### src/logic/rgdec_pkg.sv
`default_nettype none

package rgdec_pkg;

   // ************************************************************
   // geometry of a block and of one channel word
   // ************************************************************
   localparam int unsigned BYTE_W       = 8;
   localparam int unsigned WORD_BYTES   = 8;
   localparam int unsigned WORD_W       = 64;
   localparam int unsigned BLOCK_W      = 128;
   localparam int unsigned TEXELS       = 16;
   localparam int unsigned TEXEL_SEL_W  = 4;
   localparam int unsigned IDX_W        = 3;
   localparam int unsigned TABLES       = 16;
   localparam int unsigned TAB_ENTRIES  = 8;
   localparam int unsigned MOD_W        = 8;
   localparam int unsigned ROM_W        = TABLES * TAB_ENTRIES * MOD_W;

   // ************************************************************
   // field positions inside a channel word
   // ************************************************************
   localparam int unsigned BASE_MSB     = 63;
   localparam int unsigned BASE_LSB     = 56;
   localparam int unsigned MULT_MSB     = 55;
   localparam int unsigned MULT_LSB     = 52;
   localparam int unsigned TSEL_MSB     = 51;
   localparam int unsigned TSEL_LSB     = 48;
   localparam int unsigned IDX_TOP      = 47;

   // ************************************************************
   // arithmetic widths, terms and limits
   // ************************************************************
   localparam int unsigned RES_W        = 11;
   localparam int unsigned WIDE_W       = 16;
   localparam int unsigned SUM_W        = 18;
   localparam int unsigned SCALE_SH     = 3;
   localparam int unsigned WIDEN_SH_L   = 5;
   localparam int unsigned U_WIDEN_SH_R = 6;
   localparam int unsigned S_WIDEN_SH_R = 5;
   localparam logic signed [SUM_W-1:0] ROUND_TERM = 18'sh00004;
   localparam logic signed [SUM_W-1:0] U_MIN      = 18'sh00000;
   localparam logic signed [SUM_W-1:0] U_MAX      = 18'sh007FF;
   localparam logic signed [SUM_W-1:0] S_MIN      = -18'sh003FF;
   localparam logic signed [SUM_W-1:0] S_MAX      = 18'sh003FF;
   localparam logic [BYTE_W-1:0]       BASE_NEG_BAD  = 8'h80;
   localparam logic [BYTE_W-1:0]       BASE_NEG_SUBST = 8'h81;

   // table 13, leftmost entry in the top byte
   localparam logic [TAB_ENTRIES*MOD_W-1:0] TABLE13 =
      {8'hFF, 8'hFE, 8'hFD, 8'hF6, 8'h00, 8'h01, 8'h02, 8'h09};

   // ************************************************************
   // formats and carriers
   // ************************************************************
   typedef enum logic [2:0] {
      RGDEC_SINGLE_CHANNEL_UNSIGNED_FORMAT = 3'b001,
      RGDEC_DUAL_CHANNEL_UNSIGNED_FORMAT   = 3'b010,
      RGDEC_SINGLE_CHANNEL_SIGNED_FORMAT   = 3'b100
   } rgdec_fmt_t;

   typedef struct packed {
      logic [RES_W-1:0]  v11;
      logic [WIDE_W-1:0] v16;
   } rgdec_texel_t;

   typedef struct packed {
      logic         valid;
      rgdec_fmt_t   fmt;
      rgdec_texel_t red;
      rgdec_texel_t green;
   } rgdec_state_t;

endpackage : rgdec_pkg

`default_nettype wire

### src/logic/rgdec_decoder.sv
`default_nettype none

// Summary of operation
// (RULE1) dual unsigned format takes 16 bytes; first eight and last eight form two words
// (RULE2) lowest-addressed byte is most significant; first word red, second green
// (RULE3) red and green words decode independently by the same unsigned procedure
// (RULE4) unsigned: base*8 + 4 + modifier*multiplier*8, clamped 0..2047
// (RULE5) unsigned widening to 16 bits: (x<<5) + (x>>6)
// (RULE6) signed format takes 8 bytes, lowest byte most significant, red channel
// (RULE7) base value is the top 8 bits of the word
// (RULE8) signed base is two's complement; -128 is used as -127
// (RULE9) bits 51..48 pick one of sixteen tables of eight signed entries
// (RULE10) bits 47..0 hold sixteen 3-bit texel indices; texel 1 at 44..42
// (RULE11) index counts from leftmost entry; table 13 is -1,-2,-3,-10,0,1,2,9
// (RULE12) multiplier in bits 55..52; nonzero multiplies modifier, product shifted left 3
// (RULE13) signed: base*8 plus scaled product, saturated to -1023..1023
// (RULE14) zero multiplier adds the unscaled modifier instead
// (RULE15) signed result is 11-bit two's complement, +-1023 meaning +-1
// (RULE16) non-negative signed widening: (x<<5) + (x>>5), sign not replicated
// (RULE17) negative signed widening: negate, widen, negate again
// (RULE18) wider outputs use the same replication; never fewer than 11 bits
// (RULE19) one datapath; mode picks only +4 term, clamp range and widening; here mode also picks the base sign extension
// (RULE20) all sixteen modifier tables sit in a constant lookup rom; the default MOD_ROM holds table 13 sixteen times
// (RULE21) texel slots run from the top down; texel 0 at bits 47..45

module rgdec_decoder #(
   parameter logic [rgdec_pkg::ROM_W-1:0] MOD_ROM = {rgdec_pkg::TABLES{rgdec_pkg::TABLE13}}
) (
   input  wire logic                                 clk_i,
   input  wire logic                                 rst_n_i,
   input  wire logic                                 en_i,
   input  wire logic                                 blk_valid_i,
   input  wire logic [rgdec_pkg::BLOCK_W-1:0]        blk_data_i,
   input  wire rgdec_pkg::rgdec_fmt_t                fmt_i,
   input  wire logic [rgdec_pkg::TEXEL_SEL_W-1:0]    texel_i,
   output logic                                      valid_o,
   output rgdec_pkg::rgdec_fmt_t                     fmt_o,
   output rgdec_pkg::rgdec_texel_t                   red_o,
   output rgdec_pkg::rgdec_texel_t                   green_o
);

   // ************************************************************
   // modifier lookup
   // ************************************************************

   // table t entry e sits at slot t*8+e counted from the top byte
   function automatic logic signed [rgdec_pkg::MOD_W-1:0] modifier_of(
      input logic [rgdec_pkg::TEXEL_SEL_W-1:0] tsel,
      input logic [rgdec_pkg::IDX_W-1:0]       idx
   );
      int unsigned slot;
      begin
         slot = (rgdec_pkg::TABLES * rgdec_pkg::TAB_ENTRIES - 1)
              - (int'(tsel) * rgdec_pkg::TAB_ENTRIES + int'(idx));
         modifier_of = $signed(MOD_ROM[slot*rgdec_pkg::MOD_W +: rgdec_pkg::MOD_W]); // RULE20 RULE11
      end
   endfunction : modifier_of

   // ************************************************************
   // one texel of one channel word
   // ************************************************************

   // shared by both signedness modes; sgn steers only the base sign extension and the -128 substitution, the +4
   // and the clamp, so one adder and one multiplier serve every format
   function automatic logic [rgdec_pkg::RES_W-1:0] decode_texel(
      input logic [rgdec_pkg::WORD_W-1:0]      word,
      input logic [rgdec_pkg::TEXEL_SEL_W-1:0] texel,
      input logic                              sgn
   );
      logic [rgdec_pkg::BYTE_W-1:0]           base_raw;
      logic [rgdec_pkg::MULT_MSB-rgdec_pkg::MULT_LSB:0] mult;
      logic [rgdec_pkg::TSEL_MSB-rgdec_pkg::TSEL_LSB:0] tsel;
      logic [rgdec_pkg::IDX_W-1:0]            idx;
      logic signed [rgdec_pkg::MOD_W-1:0]     modv;
      logic signed [rgdec_pkg::SUM_W-1:0]     base_t;
      logic signed [rgdec_pkg::SUM_W-1:0]     mod_t;
      logic signed [rgdec_pkg::SUM_W-1:0]     term;
      logic signed [rgdec_pkg::SUM_W-1:0]     sum;
      logic signed [rgdec_pkg::SUM_W-1:0]     lo;
      logic signed [rgdec_pkg::SUM_W-1:0]     hi;
      begin
         base_raw = word[rgdec_pkg::BASE_MSB:rgdec_pkg::BASE_LSB]; // RULE7
         mult     = word[rgdec_pkg::MULT_MSB:rgdec_pkg::MULT_LSB]; // RULE12
         tsel     = word[rgdec_pkg::TSEL_MSB:rgdec_pkg::TSEL_LSB]; // RULE9
         // texel 0 owns the top slot, each following texel the next one down
         idx      = word[rgdec_pkg::IDX_TOP - rgdec_pkg::IDX_W*int'(texel) -: rgdec_pkg::IDX_W]; // RULE10 RULE21
         modv     = modifier_of(tsel, idx);

         // base: unsigned or two's complement, times eight
         if (sgn)
         begin
            if (base_raw == rgdec_pkg::BASE_NEG_BAD)
            begin
               base_raw = rgdec_pkg::BASE_NEG_SUBST; // RULE8
            end
            base_t = $signed({{(rgdec_pkg::SUM_W-rgdec_pkg::BYTE_W){base_raw[rgdec_pkg::BYTE_W-1]}},
                              base_raw}); // RULE8
         end
         else
         begin
            base_t = $signed({{(rgdec_pkg::SUM_W-rgdec_pkg::BYTE_W){1'b0}}, base_raw});
         end
         base_t = base_t <<< rgdec_pkg::SCALE_SH; // RULE4 RULE13

         // the rounding half only exists in the unsigned format
         if (!sgn)
         begin
            base_t = base_t + rgdec_pkg::ROUND_TERM; // RULE4 RULE19
         end

         // modifier term: scaled product, or the bare modifier at zero multiplier
         mod_t = $signed({{(rgdec_pkg::SUM_W-rgdec_pkg::MOD_W){modv[rgdec_pkg::MOD_W-1]}}, modv});
         if (mult == '0)
         begin
            term = mod_t; // RULE14 RULE4
         end
         else
         begin
            term = (mod_t * $signed({{(rgdec_pkg::SUM_W-$bits(mult)){1'b0}}, mult}))
                   <<< rgdec_pkg::SCALE_SH; // RULE12
         end
         sum = base_t + term; // RULE13

         // clamp range follows the mode
         lo = sgn ? rgdec_pkg::S_MIN : rgdec_pkg::U_MIN; // RULE19
         hi = sgn ? rgdec_pkg::S_MAX : rgdec_pkg::U_MAX; // RULE19
         if (sum < lo)
         begin
            sum = lo; // RULE4 RULE13
         end
         else if (sum > hi)
         begin
            sum = hi; // RULE4 RULE13
         end
         decode_texel = sum[rgdec_pkg::RES_W-1:0]; // RULE15
      end
   endfunction : decode_texel

   // ************************************************************
   // widening to the filter width
   // ************************************************************

   // replicating a negative value directly would bias it toward zero, so the
   // signed path works on the magnitude and restores the sign afterwards
   function automatic logic [rgdec_pkg::WIDE_W-1:0] widen(
      input logic [rgdec_pkg::RES_W-1:0] v,
      input logic                        sgn
   );
      logic [rgdec_pkg::RES_W-1:0]  mag;
      logic [rgdec_pkg::WIDE_W-1:0] ext;
      logic [rgdec_pkg::WIDE_W-1:0] w;
      begin
         if (!sgn)
         begin
            ext   = {{(rgdec_pkg::WIDE_W-rgdec_pkg::RES_W){1'b0}}, v};
            widen = (ext << rgdec_pkg::WIDEN_SH_L) + (ext >> rgdec_pkg::U_WIDEN_SH_R); // RULE5
         end
         else
         begin
            mag = v[rgdec_pkg::RES_W-1] ? (~v + 11'h001) : v; // RULE17
            ext = {{(rgdec_pkg::WIDE_W-rgdec_pkg::RES_W){1'b0}}, mag};
            // sign bit of mag is zero, so it is never replicated
            w   = (ext << rgdec_pkg::WIDEN_SH_L) + (ext >> rgdec_pkg::S_WIDEN_SH_R); // RULE16
            widen = v[rgdec_pkg::RES_W-1] ? (~w + 16'h0001) : w; // RULE17
         end
      end
   endfunction : widen

   // ************************************************************
   // block assembly
   // ************************************************************
   logic [rgdec_pkg::WORD_W-1:0] red_block_word;
   logic [rgdec_pkg::WORD_W-1:0] green_block_word;
   logic                         signed_mode;
   logic                         dual_mode;

   // byte 0 of the bus is the lowest address; it lands in the top of the word
   always_comb
   begin
      red_block_word   = '0;
      green_block_word = '0;
      for (int b = 0; b < rgdec_pkg::WORD_BYTES; b++)
      begin
         red_block_word[(rgdec_pkg::WORD_BYTES-1-b)*rgdec_pkg::BYTE_W +: rgdec_pkg::BYTE_W] =
            blk_data_i[rgdec_pkg::BLOCK_W-1-b*rgdec_pkg::BYTE_W -: rgdec_pkg::BYTE_W]; // RULE1 RULE2 RULE6
         green_block_word[(rgdec_pkg::WORD_BYTES-1-b)*rgdec_pkg::BYTE_W +: rgdec_pkg::BYTE_W] =
            blk_data_i[rgdec_pkg::WORD_W-1-b*rgdec_pkg::BYTE_W -: rgdec_pkg::BYTE_W]; // RULE1 RULE2
      end
   end

   // mode decode; an unknown code falls back to single unsigned
   always_comb
   begin
      signed_mode = 1'b0;
      dual_mode   = 1'b0;
      case (fmt_i)
         rgdec_pkg::RGDEC_SINGLE_CHANNEL_SIGNED_FORMAT:
         begin
            signed_mode = 1'b1; // RULE19
         end
         rgdec_pkg::RGDEC_DUAL_CHANNEL_UNSIGNED_FORMAT:
         begin
            dual_mode = 1'b1;
         end
         default:
         begin
            signed_mode = 1'b0;
         end
      endcase
   end

   // ************************************************************
   // state
   // ************************************************************
   rgdec_pkg::rgdec_state_t state;
   rgdec_pkg::rgdec_state_t next_state;
   logic [rgdec_pkg::RES_W-1:0] red11;
   logic [rgdec_pkg::RES_W-1:0] green11;

   // one shared decode per channel; green is the same procedure on its own word
   always_comb
   begin
      red11   = decode_texel(red_block_word, texel_i, signed_mode); // RULE3
      green11 = dual_mode ? decode_texel(green_block_word, texel_i, 1'b0) : '0; // RULE3
   end

   // a taken block loads the outputs; otherwise results hold, valid drops
   always_comb
   begin
      next_state       = state;
      next_state.valid = blk_valid_i;
      if (blk_valid_i)
      begin
         next_state.fmt       = signed_mode ? rgdec_pkg::RGDEC_SINGLE_CHANNEL_SIGNED_FORMAT :
                                dual_mode   ? rgdec_pkg::RGDEC_DUAL_CHANNEL_UNSIGNED_FORMAT :
                                              rgdec_pkg::RGDEC_SINGLE_CHANNEL_UNSIGNED_FORMAT;
         next_state.red.v11   = red11; // RULE18
         next_state.red.v16   = widen(red11, signed_mode); // RULE18
         next_state.green.v11 = green11;
         next_state.green.v16 = widen(green11, 1'b0); // RULE18
      end
   end

   // clock enable low freezes everything, valid included
   always_ff @(posedge clk_i or negedge rst_n_i)
   begin
      if (!rst_n_i)
      begin
         state.valid <= 1'b0;
         state.fmt   <= rgdec_pkg::RGDEC_SINGLE_CHANNEL_UNSIGNED_FORMAT;
         state.red   <= '0;
         state.green <= '0;
      end
      else if (en_i)
      begin
         state <= next_state;
      end
   end

   // ************************************************************
   // outputs
   // ************************************************************
   assign valid_o = state.valid;
   assign fmt_o   = state.fmt;
   assign red_o   = state.red;
   assign green_o = state.green;

endmodule : rgdec_decoder

`default_nettype wire

### config.mk
export PLATFORM = sky130hd
export DESIGN_NAME = rgdec_decoder
export DESIGN_NICKNAME = d
export VERILOG_FILES = /design/src/logic/rgdec_pkg.sv /design/src/logic/rgdec_decoder.sv
export SDC_FILE = /design/constraint.sdc
export NUM_CORES = 1
export LEC_CHECK = 0
export BUFFER_PORTS_ARGS = -buffer_cell sky130_fd_sc_hd__buf_2
export CAP_MARGIN = 15
export CORE_AREA = 2 2 135 137
export CTS_CLUSTER_DIAMETER = 80
export CTS_CLUSTER_SIZE = 25
export DETAILED_ROUTE_END_ITERATION = 6
export DIE_AREA = 0 0 137 139
export HOLD_SLACK_MARGIN = 0.08
export PLACE_DENSITY = 0.87
export SETUP_SLACK_MARGIN = 0.1
export SYNTH_ARGS = -nofsm -noshare
export SYNTH_HDL_FRONTEND = slang
export SYNTH_SLANG_ARGS = --single-unit
### constraint.sdc
create_clock -name clk_i -period 0.83 [get_ports clk_i]
set_input_delay 0.083 -clock clk_i [delete_from_list [all_inputs] [get_ports clk_i]]
set_output_delay 0.083 -clock clk_i [all_outputs]
set_load 0.05 [all_outputs]
==> results.yml, run 1 <==
run_status:
  outcome: "did not finish"
  lastStage: "global routing"
  first-error: "[ERROR GRT-0232] Routing congestion too high. Check the congestion heatmap in the GUI."
synth:
  synth.avg_cell_area_um2: 8.406
  async_flop_share: 1.000
  synth_cell_types: 94
  syn_inst: 1220
  synth_edf_count: 0
  synth_nets: 1482
  synth_area_leader_cell: "mux4_2"
  netlist_top_cells_area: "mux4_2 14%, ha_1 12%, dfrtp_1 10%"
  ys_ff_latch: 42
  yosysSeqAreaShare: 0.1026
  synth_area_um2: 10250
  yosysTopAreaCellShare: 0.1384
  synth_ff_type: "dfrtp_1"
  yosysWarnings: 0
global_routing:
  grt_overflow: 69
  grt_max_degree: 59
  grt.total_usage: 0.8106
timing:
  grt-worst-endpoint: "red_o[14]$_DFFE_PN0P_/D"
  worst-ep-kind: "register input"
cts:
  clockBufferDepth: 2
  cts_num_sinks: 42
  cts-buffers-inserted: 5
  cts_root_buf: "clkbuf_16"
  htree_levels: 2
placed_design:
  io_buffers: 196
  place_congestion: 0.9745
  dp.cells: 1890
  post-place-ws_ps: -10800
  dpl.hpwl_um: 28560
floorplanning:
  die_h_um: 139
  start_util: 0.5808
  die_w_um: 137
  rows: 49
  ios: 197
what timing repair did:
action	CTS
resized for setup	248
pin swaps	81
hold buffers	2
hold endpoints to repair	43
endpoints found under the setup margin	98
setup buffers	52
cells by family after synthesis:
kind of cell,share of synthesized area
AND/OR/NAND/NOR,0.1809
AO/OA/AOI/OAI,0.2121
buffers and inverters,0.08223
multiplexers,0.1990
adder cells (fa/ha/maj),0.1698
XOR/XNOR,0.05332
flip-flops,0.1026
Yosys cell counts, types with 16 or more instances:
cell / n
fa_1: 27
nand3_1: 23
a211oi_1: 17
mux2_2: 17
o211ai_1: 16
a21o_1: 29
clkbuf_1: 43
xor2_1: 21
dfrtp_1: 41
nor2_1: 70
o21ai_0: 70
mux4_2: 63
buf_4: 20
mux2i_1: 43
and2_1: 24
xnor2_1: 34
ha_1: 96
inv_1: 99
nor3_1: 20
nand2_1: 131
a21oi_1: 59
o21ai_1: 17
routing by layer:
layer / global-route usage / overflow
met5: 0.4709 / 0
met4: 0.7889 / 41
met3: 0.7431 / 2
met2: 0.9139 / 25
met1: 0.8009 / 1
metrics by stage:
| step | instance area, um2 | utilization | hold slack (ps) | TNS, ps |
|---|---|---|---|---|
| 3_3_place_gp | 13930 | 0.7888 | 63.80 | -342960 |
| 3_5_place_dp | 13930 | 0.7888 | 72.89 | -361260 |
| 2_1_floorplan | 10900 | - | -212.6 | -384800 |
| 4_1_cts | 15420 | 0.8735 | 302.6 | -334690 |
==> inputs of run 2 (changes only) <==
==> config.mk (replaced) <==
export PLATFORM = sky130hd
export DESIGN_NAME = rgdec_decoder
export DESIGN_NICKNAME = d
export VERILOG_FILES = /design/src/logic/rgdec_pkg.sv /design/src/logic/rgdec_decoder.sv
export SDC_FILE = /design/constraint.sdc
export NUM_CORES = 1
export LEC_CHECK = 0
export BUFFER_PORTS_ARGS = -buffer_cell sky130_fd_sc_hd__buf_2
export CAP_MARGIN = 15
export CORE_AREA = 2 2 164 166
export DETAILED_ROUTE_END_ITERATION = 6
export DIE_AREA = 0 0 166 168
export PLACE_DENSITY_LB_ADDON = 0.15
export SYNTH_ARGS = -nofsm -noshare
export SYNTH_HDL_FRONTEND = slang
export SYNTH_SLANG_ARGS = --single-unit
==> run 2 against run 1 <==
Compared with the run above:
- the flow now finishes, with violations (negative setup slack)
- area after synthesis unchanged
- synthesized cell count unchanged
==> results.yml, run 2 <==
worst_setup_path:
  setup.worst_path.end_class: "flip-flop"
  cp_slowest_cell: "fa_1"
  arrival_ps: 11110
  cp_max_fo: 6
  critPathLaunchType: "input port"
  crit_path_max_incr_delay_ps: 530
  critPathKind: "in2reg"
  cp.required_ps: 1020
timing:
  slew_violations: 0
  finalCritPeriodShare: 13.16
  setup_viol: 97
  max_freq_mhz: 91.55
  rsz0062_at_grt: "yes"
  maxSlewHeadroom: 0.6003
  skew_ps: 0
  layout_min_cycle_time_ps: 10920
  setup_tns_ps: -331940
  fin_ws_ps: -10090
  worst_slew_pin_slew_ps: 592.0
  finalHoldViolCount: 0
floorplanning:
  rows: 60
  coreArea_um2: 26350
  die_w_um: 166
  dieArea_um2: 27890
  start_util: 0.3892
  die_h_um: 168
  ios: 197
finish:
  num_antenna_cells: 0
  nets: 2057
  area.growth.synth_to_final_pct: 64.02
  layout-drive-gt1-share: 0.5451
  largest_register_ffs: 27
  final_cell_mix: "411 x buf_4, 132 x buf_2, 115 x nand2_1"
  layout_commonest_cell: "buf_4"
  fillCellCount: 2217
global_routing:
  grt.total_usage: 0.2402
  grt_pass1_wl_um: 56840
  grt_antenna_before_repair: 0
  grt_max_degree: 46
  grt_overflow: 0
  grt_pass1_vias: 11700
detailed_routing:
  detail_route.vias_per_cell: 5.352
  ant_nets: 0
  vias: 11440
  drt_first_pass_iters: 5
  wl_um: 34650
  drt-initial-drc-count: 506
  drcViolationCount: 0
  wl_per_cell_um: 16.21
synth:
  synth_nets: 1482
  yosysTopAreaCellShare: 0.1384
  synth.avg_cell_area_um2: 8.406
  yosysSeqAreaShare: 0.1026
  synthXorXnorAreaFrac: 0.05332
  synth_ff_type: "dfrtp_1"
  syn_inst: 1220
  synthAdderAreaFrac: 0.1698
  synthMuxAreaShare: 0.1990
  synth_top_family_by_area: "compound AO/OA/AOI/OAI gates"
  async_flop_share: 1.000
  synthSimpleGateAreaFrac: 0.1809
  synth_most_common_cell: "nand2_1"
  yosysWarnings: 0
  synth_area_leader_cell: "mux4_2"
  ys_ff_latch: 42
  synth_area_um2: 10250
  yosys-top-cells-count: "131 x nand2_1, 99 x inv_1, 96 x ha_1"
  synth_edf_count: 0
  synth_cell_types: 94
  synth_compound_area_frac: 0.2121
  netlist_top_cells_area: "mux4_2 14%, ha_1 12%, dfrtp_1 10%"
run_status:
  outcome: "finished, violations left"
  violations: "negative setup slack"
min_path:
  holdCritPathClass: "in2reg"
placed_design:
  place_congestion: 0.8675
  dpl.hpwl_um: 26840
  io_buffers: 196
cts:
  cts-buffers-inserted: 5
  cts_num_sinks: 42
  cts_root_buf: "clkbuf_16"
  htree_levels: 2
  cts_tree: "done"
  clock_latency_ps: 280
  clkTransAtPathRegs_ps: 50
  clockBufferDepth: 2
job:
  drv_cap: 0
[run 2: cell counts after synthesis]
Identical to the previous run, type by type.
[run 2: stage by stage]
stage | worst slack, ps | std cells | area [um2] | util | hold slack (ps)
after floorplan | -11770 | 1220 | 10830 | - | -212.6
after global placement | -10310 | 2031 | 14270 | 0.5416 | 79.42
after detailed placement | -10610 | 2031 | 14270 | 0.5416 | 79.68
after CTS | -9817 | 2106 | 16170 | 0.6136 | 113.3
after global routing | -10580 | 2137 | 16820 | 0.6383 | 131.3
final | -10090 | 2137 | 16820 | 0.6383 | 122.9
[run 2: final timing paths]
check                            startpoint          end  slack [ps]  cells after the start
worst max-delay path             texel_i[2]    red_o[12]      -10090                     63
max in group asynchronous           rst_n_i     fmt_o[0]         240                      3
worst min-delay path                   en_i      valid_o         120                      3
min in group asynchronous           rst_n_i    red_o[14]         320                      3
worst min register to register     fmt_o[0]     fmt_o[0]         470                      2
worst max register to register  green_o[24]  green_o[24]        -120                      3
[run 2: area by class of cell]
cell class	instances	area [um2]	share of cell area
clock inverters	2	12.51	0.0007439
well taps	341	426.7	0.02537
clock buffers	6	138.9	0.008257
multi-input cells	994	9594	0.5704
flip-flops and latches	42	1069	0.06353
inverters	100	397.9	0.02366
repair buffers	652	5181	0.3080
[run 2: repair_timing]
item,CTS,global route
hold endpoints to repair,41,0
hold buffers,1,0
pin swaps,103,86
buffers inserted,64,34
endpoints found under the setup margin,97,98
cloned,4,1
resized for setup,308,93
[run 2: metal layers]
layer	up-vias	track usage	part of all wire
li1	5605	-	-
met5	-	0	0
met1	5510	0.3073	0.43
met3	43	0.01316	0.035
met2	279	0.4469	0.51
met4	0	0.05255	0.017
[run 2: cell families after synthesis]
logic type | Yosys count
simple gates | 369
flops | 42
fa+ha+maj | 123
mux | 123
compound gates | 318
buf+inv | 186
xor+xnor | 59
[run 2: worst max-delay path: cells and delay by family]
kind | cells | cell delay (ps)
adders and majority gates | 11 | 3130
xor gates and xnor gates | 4 | 790
and+or+nand+nor | 15 | 2520
muxes | 1 | 280
AOI/OAI and AO/OA | 22 | 3410
buffers and inverters | 10 | 900
Power of run 2 is not shown: default switching activity piles up to over one toggle a cycle in this logic, so the estimate is an artifact.
==> inputs of run 3 (changes only) <==
--- a/config.mk
+++ b/config.mk
@@ -7,9 +7,9 @@
 export LEC_CHECK = 0
 export BUFFER_PORTS_ARGS = -buffer_cell sky130_fd_sc_hd__buf_2
 export CAP_MARGIN = 15
-export CORE_AREA = 2 2 164 166
+export CORE_AREA = 2 2 147 185
 export DETAILED_ROUTE_END_ITERATION = 6
-export DIE_AREA = 0 0 166 168
+export DIE_AREA = 0 0 149 187
 export PLACE_DENSITY_LB_ADDON = 0.15
 export SYNTH_ARGS = -nofsm -noshare
 export SYNTH_HDL_FRONTEND = slang
==> run 3 against run 2 <==
Compared with the run above:
- the run still ends with negative setup slack left
- via count grew 1.2%
- clock skew is the same
- sequential share of layout area decreased by 0.054 points
- setup slack lost 21 ps
- first-iteration DRC count shrank 10%
- worst hold slack got worse by 77 ps
- count of clock-buffer cells in the layout is 1 lower
- critical path depth is 7 lower
- utilization is 0.61 points higher
- final area is 0.86% higher
- global-route usage up 1.1 points
==> results.yml, run 3 (synthesis results as in run 2) <==
run_status:
  outcome: "finished, violations left"
  violations: "negative setup slack"
floorplanning:
  ios: 197
  start_util: 0.3896
  rows: 67
  coreArea_um2: 26320
  die_w_um: 149
  dieArea_um2: 27860
  die_h_um: 187
global_routing:
  grt_overflow: 0
  grt-busiest-layer: "met2"
  use_met3: 0.01244
  grt_antenna_before_repair: 5
  grt_use_met1: 0.2968
  grt_max_degree: 59
  grt.total_usage: 0.2516
  grt_use_met2: 0.4908
  grt_pass1_wl_um: 58090
  grt_pass1_vias: 12040
finish:
  nets: 2082
  layout-drive-gt1-share: 0.5491
  multi_input_area_um2: 9533
  final_area_um2: 16960
  seq_area_um2: 1069
  area.growth.synth_to_final_pct: 65.42
  layout_commonest_cell: "buf_4"
  largest_register_ffs: 27
  final_cell_mix: "426 x buf_4, 133 x buf_2, 114 x nand2_1"
  fin_cells: 2171
  fillCellCount: 2168
placed_design:
  place_congestion: 0.9221
  dpl.hpwl_um: 27740
  dp.cells: 2049
  place_area_um2: 14410
  io_buffers: 196
timing:
  setup_viol: 98
  setup_tns_ps: -336970
  maxSlewHeadroom: 0.6065
  worst_slew_pin_slew_ps: 590.2
  finalCritPeriodShare: 13.18
  whs_ps: 45.89
  fin_ws_ps: -10110
  rsz0062_at_grt: "yes"
  max_freq_mhz: 91.38
  slew_violations: 0
  layout_min_cycle_time_ps: 10940
  finalHoldViolCount: 0
  skew_ps: 0
worst_setup_path:
  r2r_start: "red_o[20]"
  crit_path_max_incr_delay_ps: 500
  reg2reg_depth: 4
  critPathBufInv: 9
  crit_top_cell: "a21o_1"
  critPathKind: "in2reg"
  arrival_ps: 11130
  crit_family: "adder cells"
  cp_slowest_cell: "fa_1"
  reg2reg_to: "red_o[20]"
  critPathLaunchType: "input port"
  rrSetupSlack_ps: -50
  cp_max_fo: 6
  cp.required_ps: 1020
  setup.worst_path.end_class: "flip-flop"
detailed_routing:
  drt_first_pass_iters: 5
  drcViolationCount: 0
  wl_per_cell_um: 16.62
  drt-initial-drc-count: 454
  vias: 11570
  ant_nets: 0
  wl_um: 36070
  detail_route.vias_per_cell: 5.330
cts:
  clkTransAtPathRegs_ps: 60
  cts-buffers-inserted: 5
  clock_latency_ps: 280
  cts_num_sinks: 42
  clockBufferDepth: 2
  cts_tree: "done"
  htree_levels: 2
  cts_root_buf: "clkbuf_16"
min_path:
  hold_depth: 2
  hp-start: "en_i"
  holdCritPathClass: "in2reg"
  holdPathEnd: "valid_o"
job:
  drv_cap: 0
run 3: changes by cell type in the layout (fill, tap and decap cells not counted), moves of 4 or more:
cell and change:
buf_4 +15, buf_6 +14, diode_2 +5, ha_4 -5, o21ai_2 +5, ha_1 +4, nand2_4 +4
run 3: worst max path at each step:
stage                     slack (ps)  depth (start not counted)  startpoint   endpoint
final                         -10110                         56  texel_i[1]  red_o[12]
after global routing          -10640                         61  texel_i[1]  red_o[12]
after CTS                      -9920                         61  texel_i[1]  red_o[12]
after detailed placement      -10650                         63  texel_i[1]  red_o[12]
after global placement        -10360                         57  texel_i[1]  red_o[12]
after floorplan               -11770                         75  texel_i[0]  red_o[12]
run 3: what timing repair did:
item                                   CTS  global route
buffers inserted                        86            26
hold buffers                             1             0
gates cloned                             3             0
endpoints found under the hold margin   41             0
pin swaps                              117            86
setup endpoints to repair               98            98
resized for setup                      314            76
run 3: metal layers:
metal,up-vias,part of all wire
met3,65,0.028
met4,0,0.026
met1,5595,0.40
li1,5663,-
met2,249,0.54
met5,-,0
run 3: area by class of cell:
class / instances / area share
Multi-Input combinational cell: 993 / 0.5620
Timing Repair Buffer: 678 / 0.3160
Sequential cell: 42 / 0.06299
Tap cell: 345 / 0.02545
Inverter: 100 / 0.02316
Clock buffer: 5 / 0.007376
Clock inverter: 3 / 0.002360
Antenna cell: 5 / 0.0007376
run 3: worst register-to-register path: cells and delay by family, from the launching register on:
family | cells | cell delay [ps]
DFF | 1 | 390
and+or+nand+nor | 1 | 70
AOI/OAI and AO/OA | 1 | 60
buffers and inverters | 2 | 250
run 3: through the flow:
| step | util | setup WS (ps) |
|---|---|---|
| floorplan | - | -11770 |
| global placement | 0.5473 | -10360 |
| detailed placement | 0.5473 | -10650 |
| CTS | 0.6241 | -9925 |
| global route | 0.6445 | -10640 |
| finish | 0.6445 | -10110 |
Power of run 3 is left out for the same reason.
==> inputs of run 4 (changes only) <==
==> constraint.sdc (replaced) <==
create_clock -name clk_i -period 10.25 [get_ports clk_i]
set_input_delay 1.025 -clock clk_i [delete_from_list [all_inputs] [get_ports clk_i]]
set_output_delay 1.025 -clock clk_i [all_outputs]
set_load 0.05 [all_outputs]
==> run 4 against run 3 <==
Compared with the run above:
- the run still ends with negative setup slack left
- clock skew unchanged
- via count down 8.0%
- critical path depth grew 8
- critical path type unchanged
- critical endpoint unchanged
- largest cell class unchanged
==> results.yml, run 4 (synthesis results as in run 2) <==
run_status:
  outcome: "finished, violations left"
  violations: "negative setup slack"
cts:
  cts-buffers-inserted: 5
  htree_levels: 2
  clockBufferDepth: 2
  ctsHoldBuffers: 0
  clkTransAtPathRegs_ps: 60
  cts_tree: "done"
  cts_num_sinks: 42
  cts_root_buf: "clkbuf_16"
  clock_latency_ps: 280
placed_design:
  dpl.hpwl_um: 26680
  io_buffers: 196
  place_congestion: 0.8814
worst_setup_path:
  cp_slowest_cell: "fa_1"
  critPathLaunchType: "input port"
  critPathKind: "in2reg"
  arrival_ps: 11910
  cp_max_fo: 6
  crit_path_max_incr_delay_ps: 500
  cp.required_ps: 10430
  critPathBufInv: 9
  setup.worst_path.end_class: "flip-flop"
  crit_family: "compound AO/OA/AOI/OAI gates"
finish:
  layout_commonest_cell: "buf_4"
  fillCellCount: 2526
  largest_register_ffs: 27
  layout-drive-gt1-share: 0.4520
  area.growth.synth_to_final_pct: 41.29
  final_cell_mix: "281 x buf_4, 193 x buf_2, 120 x nand2_1"
  nets: 1898
global_routing:
  grt_max_degree: 60
  grt.total_usage: 0.2267
  grt_pass1_wl_um: 52650
  grt_overflow: 0
  grt_pass1_vias: 11030
  grt_antenna_before_repair: 3
floorplanning:
  start_util: 0.3896
  ios: 197
  rows: 67
  coreArea_um2: 26320
  dieArea_um2: 27860
  die_w_um: 149
  die_h_um: 187
detailed_routing:
  drt_first_pass_iters: 5
  wl_per_cell_um: 15.94
  vias: 10640
  wl_um: 31640
  drcViolationCount: 0
  drt-initial-drc-count: 402
  ant_nets: 0
  detail_route.vias_per_cell: 5.362
timing:
  setup_viol: 16
  rsz0062_at_grt: "yes"
  slew_violations: 0
  fin_ws_ps: -1474
  skew_ps: 0
  maxSlewHeadroom: 0.3931
  worst_slew_pin_slew_ps: 910.4
  finalCritPeriodShare: 1.144
  finalHoldViolCount: 0
  layout_min_cycle_time_ps: 11720
  whs_ps: 460.8
  max_freq_mhz: 85.30
min_path:
  holdCritPathClass: "reg2reg"
job:
  drv_cap: 0
-- run 4: cell count changes in the layout (fill, tap and decap cells not counted), sizes merged, moves of 2 or more --
cell,before,now
clkinv,2,0
clkinvlp,0,2
buf,676,494
diode,5,3
-- run 4: metal layers --
layer	up-vias	global-route usage	share of wire
met4	0	0.05311	0.021
li1	5293	-	-
met3	47	0.009512	0.036
met1	5054	0.2811	0.43
met2	249	0.4280	0.52
met5	-	0	0
-- run 4: area by class of cell --
cell class,count,area (um2),share of cell area
Sequential cell,42,1052,0.07263
Clock inverter,3,45.04,0.003109
Multi-Input combinational cell,993,9112,0.6289
Timing Repair Buffer,494,3324,0.2294
Tap cell,345,431.7,0.02979
Inverter,100,390.4,0.02694
Antenna cell,3,7.507,0.0005181
Clock buffer,5,125.1,0.008636
-- run 4: timing repair --
item | CTS | global route
setup endpoints to repair | 17 | 38
setup buffers | 22 | 21
resized for setup | 45 | 73
gates cloned | 1 | 0
pin swaps | 54 | 49
-- run 4: metrics by stage --
step | utilization | area, um2 | worst slack, ps | setup TNS [ps] | std cells
final | 0.5504 | 14490 | -1474 | -17680 | 1985
after global routing | 0.5504 | 14490 | -2139 | -31100 | 1985
after CTS | 0.5330 | 14030 | -1411 | -18280 | 1963
after detailed placement | 0.5124 | 13490 | -2036 | -30330 | 1934
after global placement | 0.5124 | 13490 | -1816 | -26440 | 1934
after floorplan | - | 10740 | -3299 | -62730 | 1220
-- run 4: path summary, 6_finish.rpt --
check	start	endpoint	slack, ps	depth (start not counted)
setup / recovery	texel_i[2]	red_o[12]	-1470	64
hold / removal	fmt_o[0]	fmt_o[0]	460	2
setup reg to reg	green_o[22]	green_o[22]	9410	3
hold reg to reg	fmt_o[0]	fmt_o[0]	460	2
max in group asynchronous	rst_n_i	green_o[25]	8810	1
min in group asynchronous	rst_n_i	red_o[24]	880	1
-- run 4: tightest hold or removal path: cells and delay by family (launching register included) --
kind | cells | cell delay, ps
DFF | 1 | 370
and+or+nand+nor | 2 | 90
Power of run 4 is left out for the same reason.
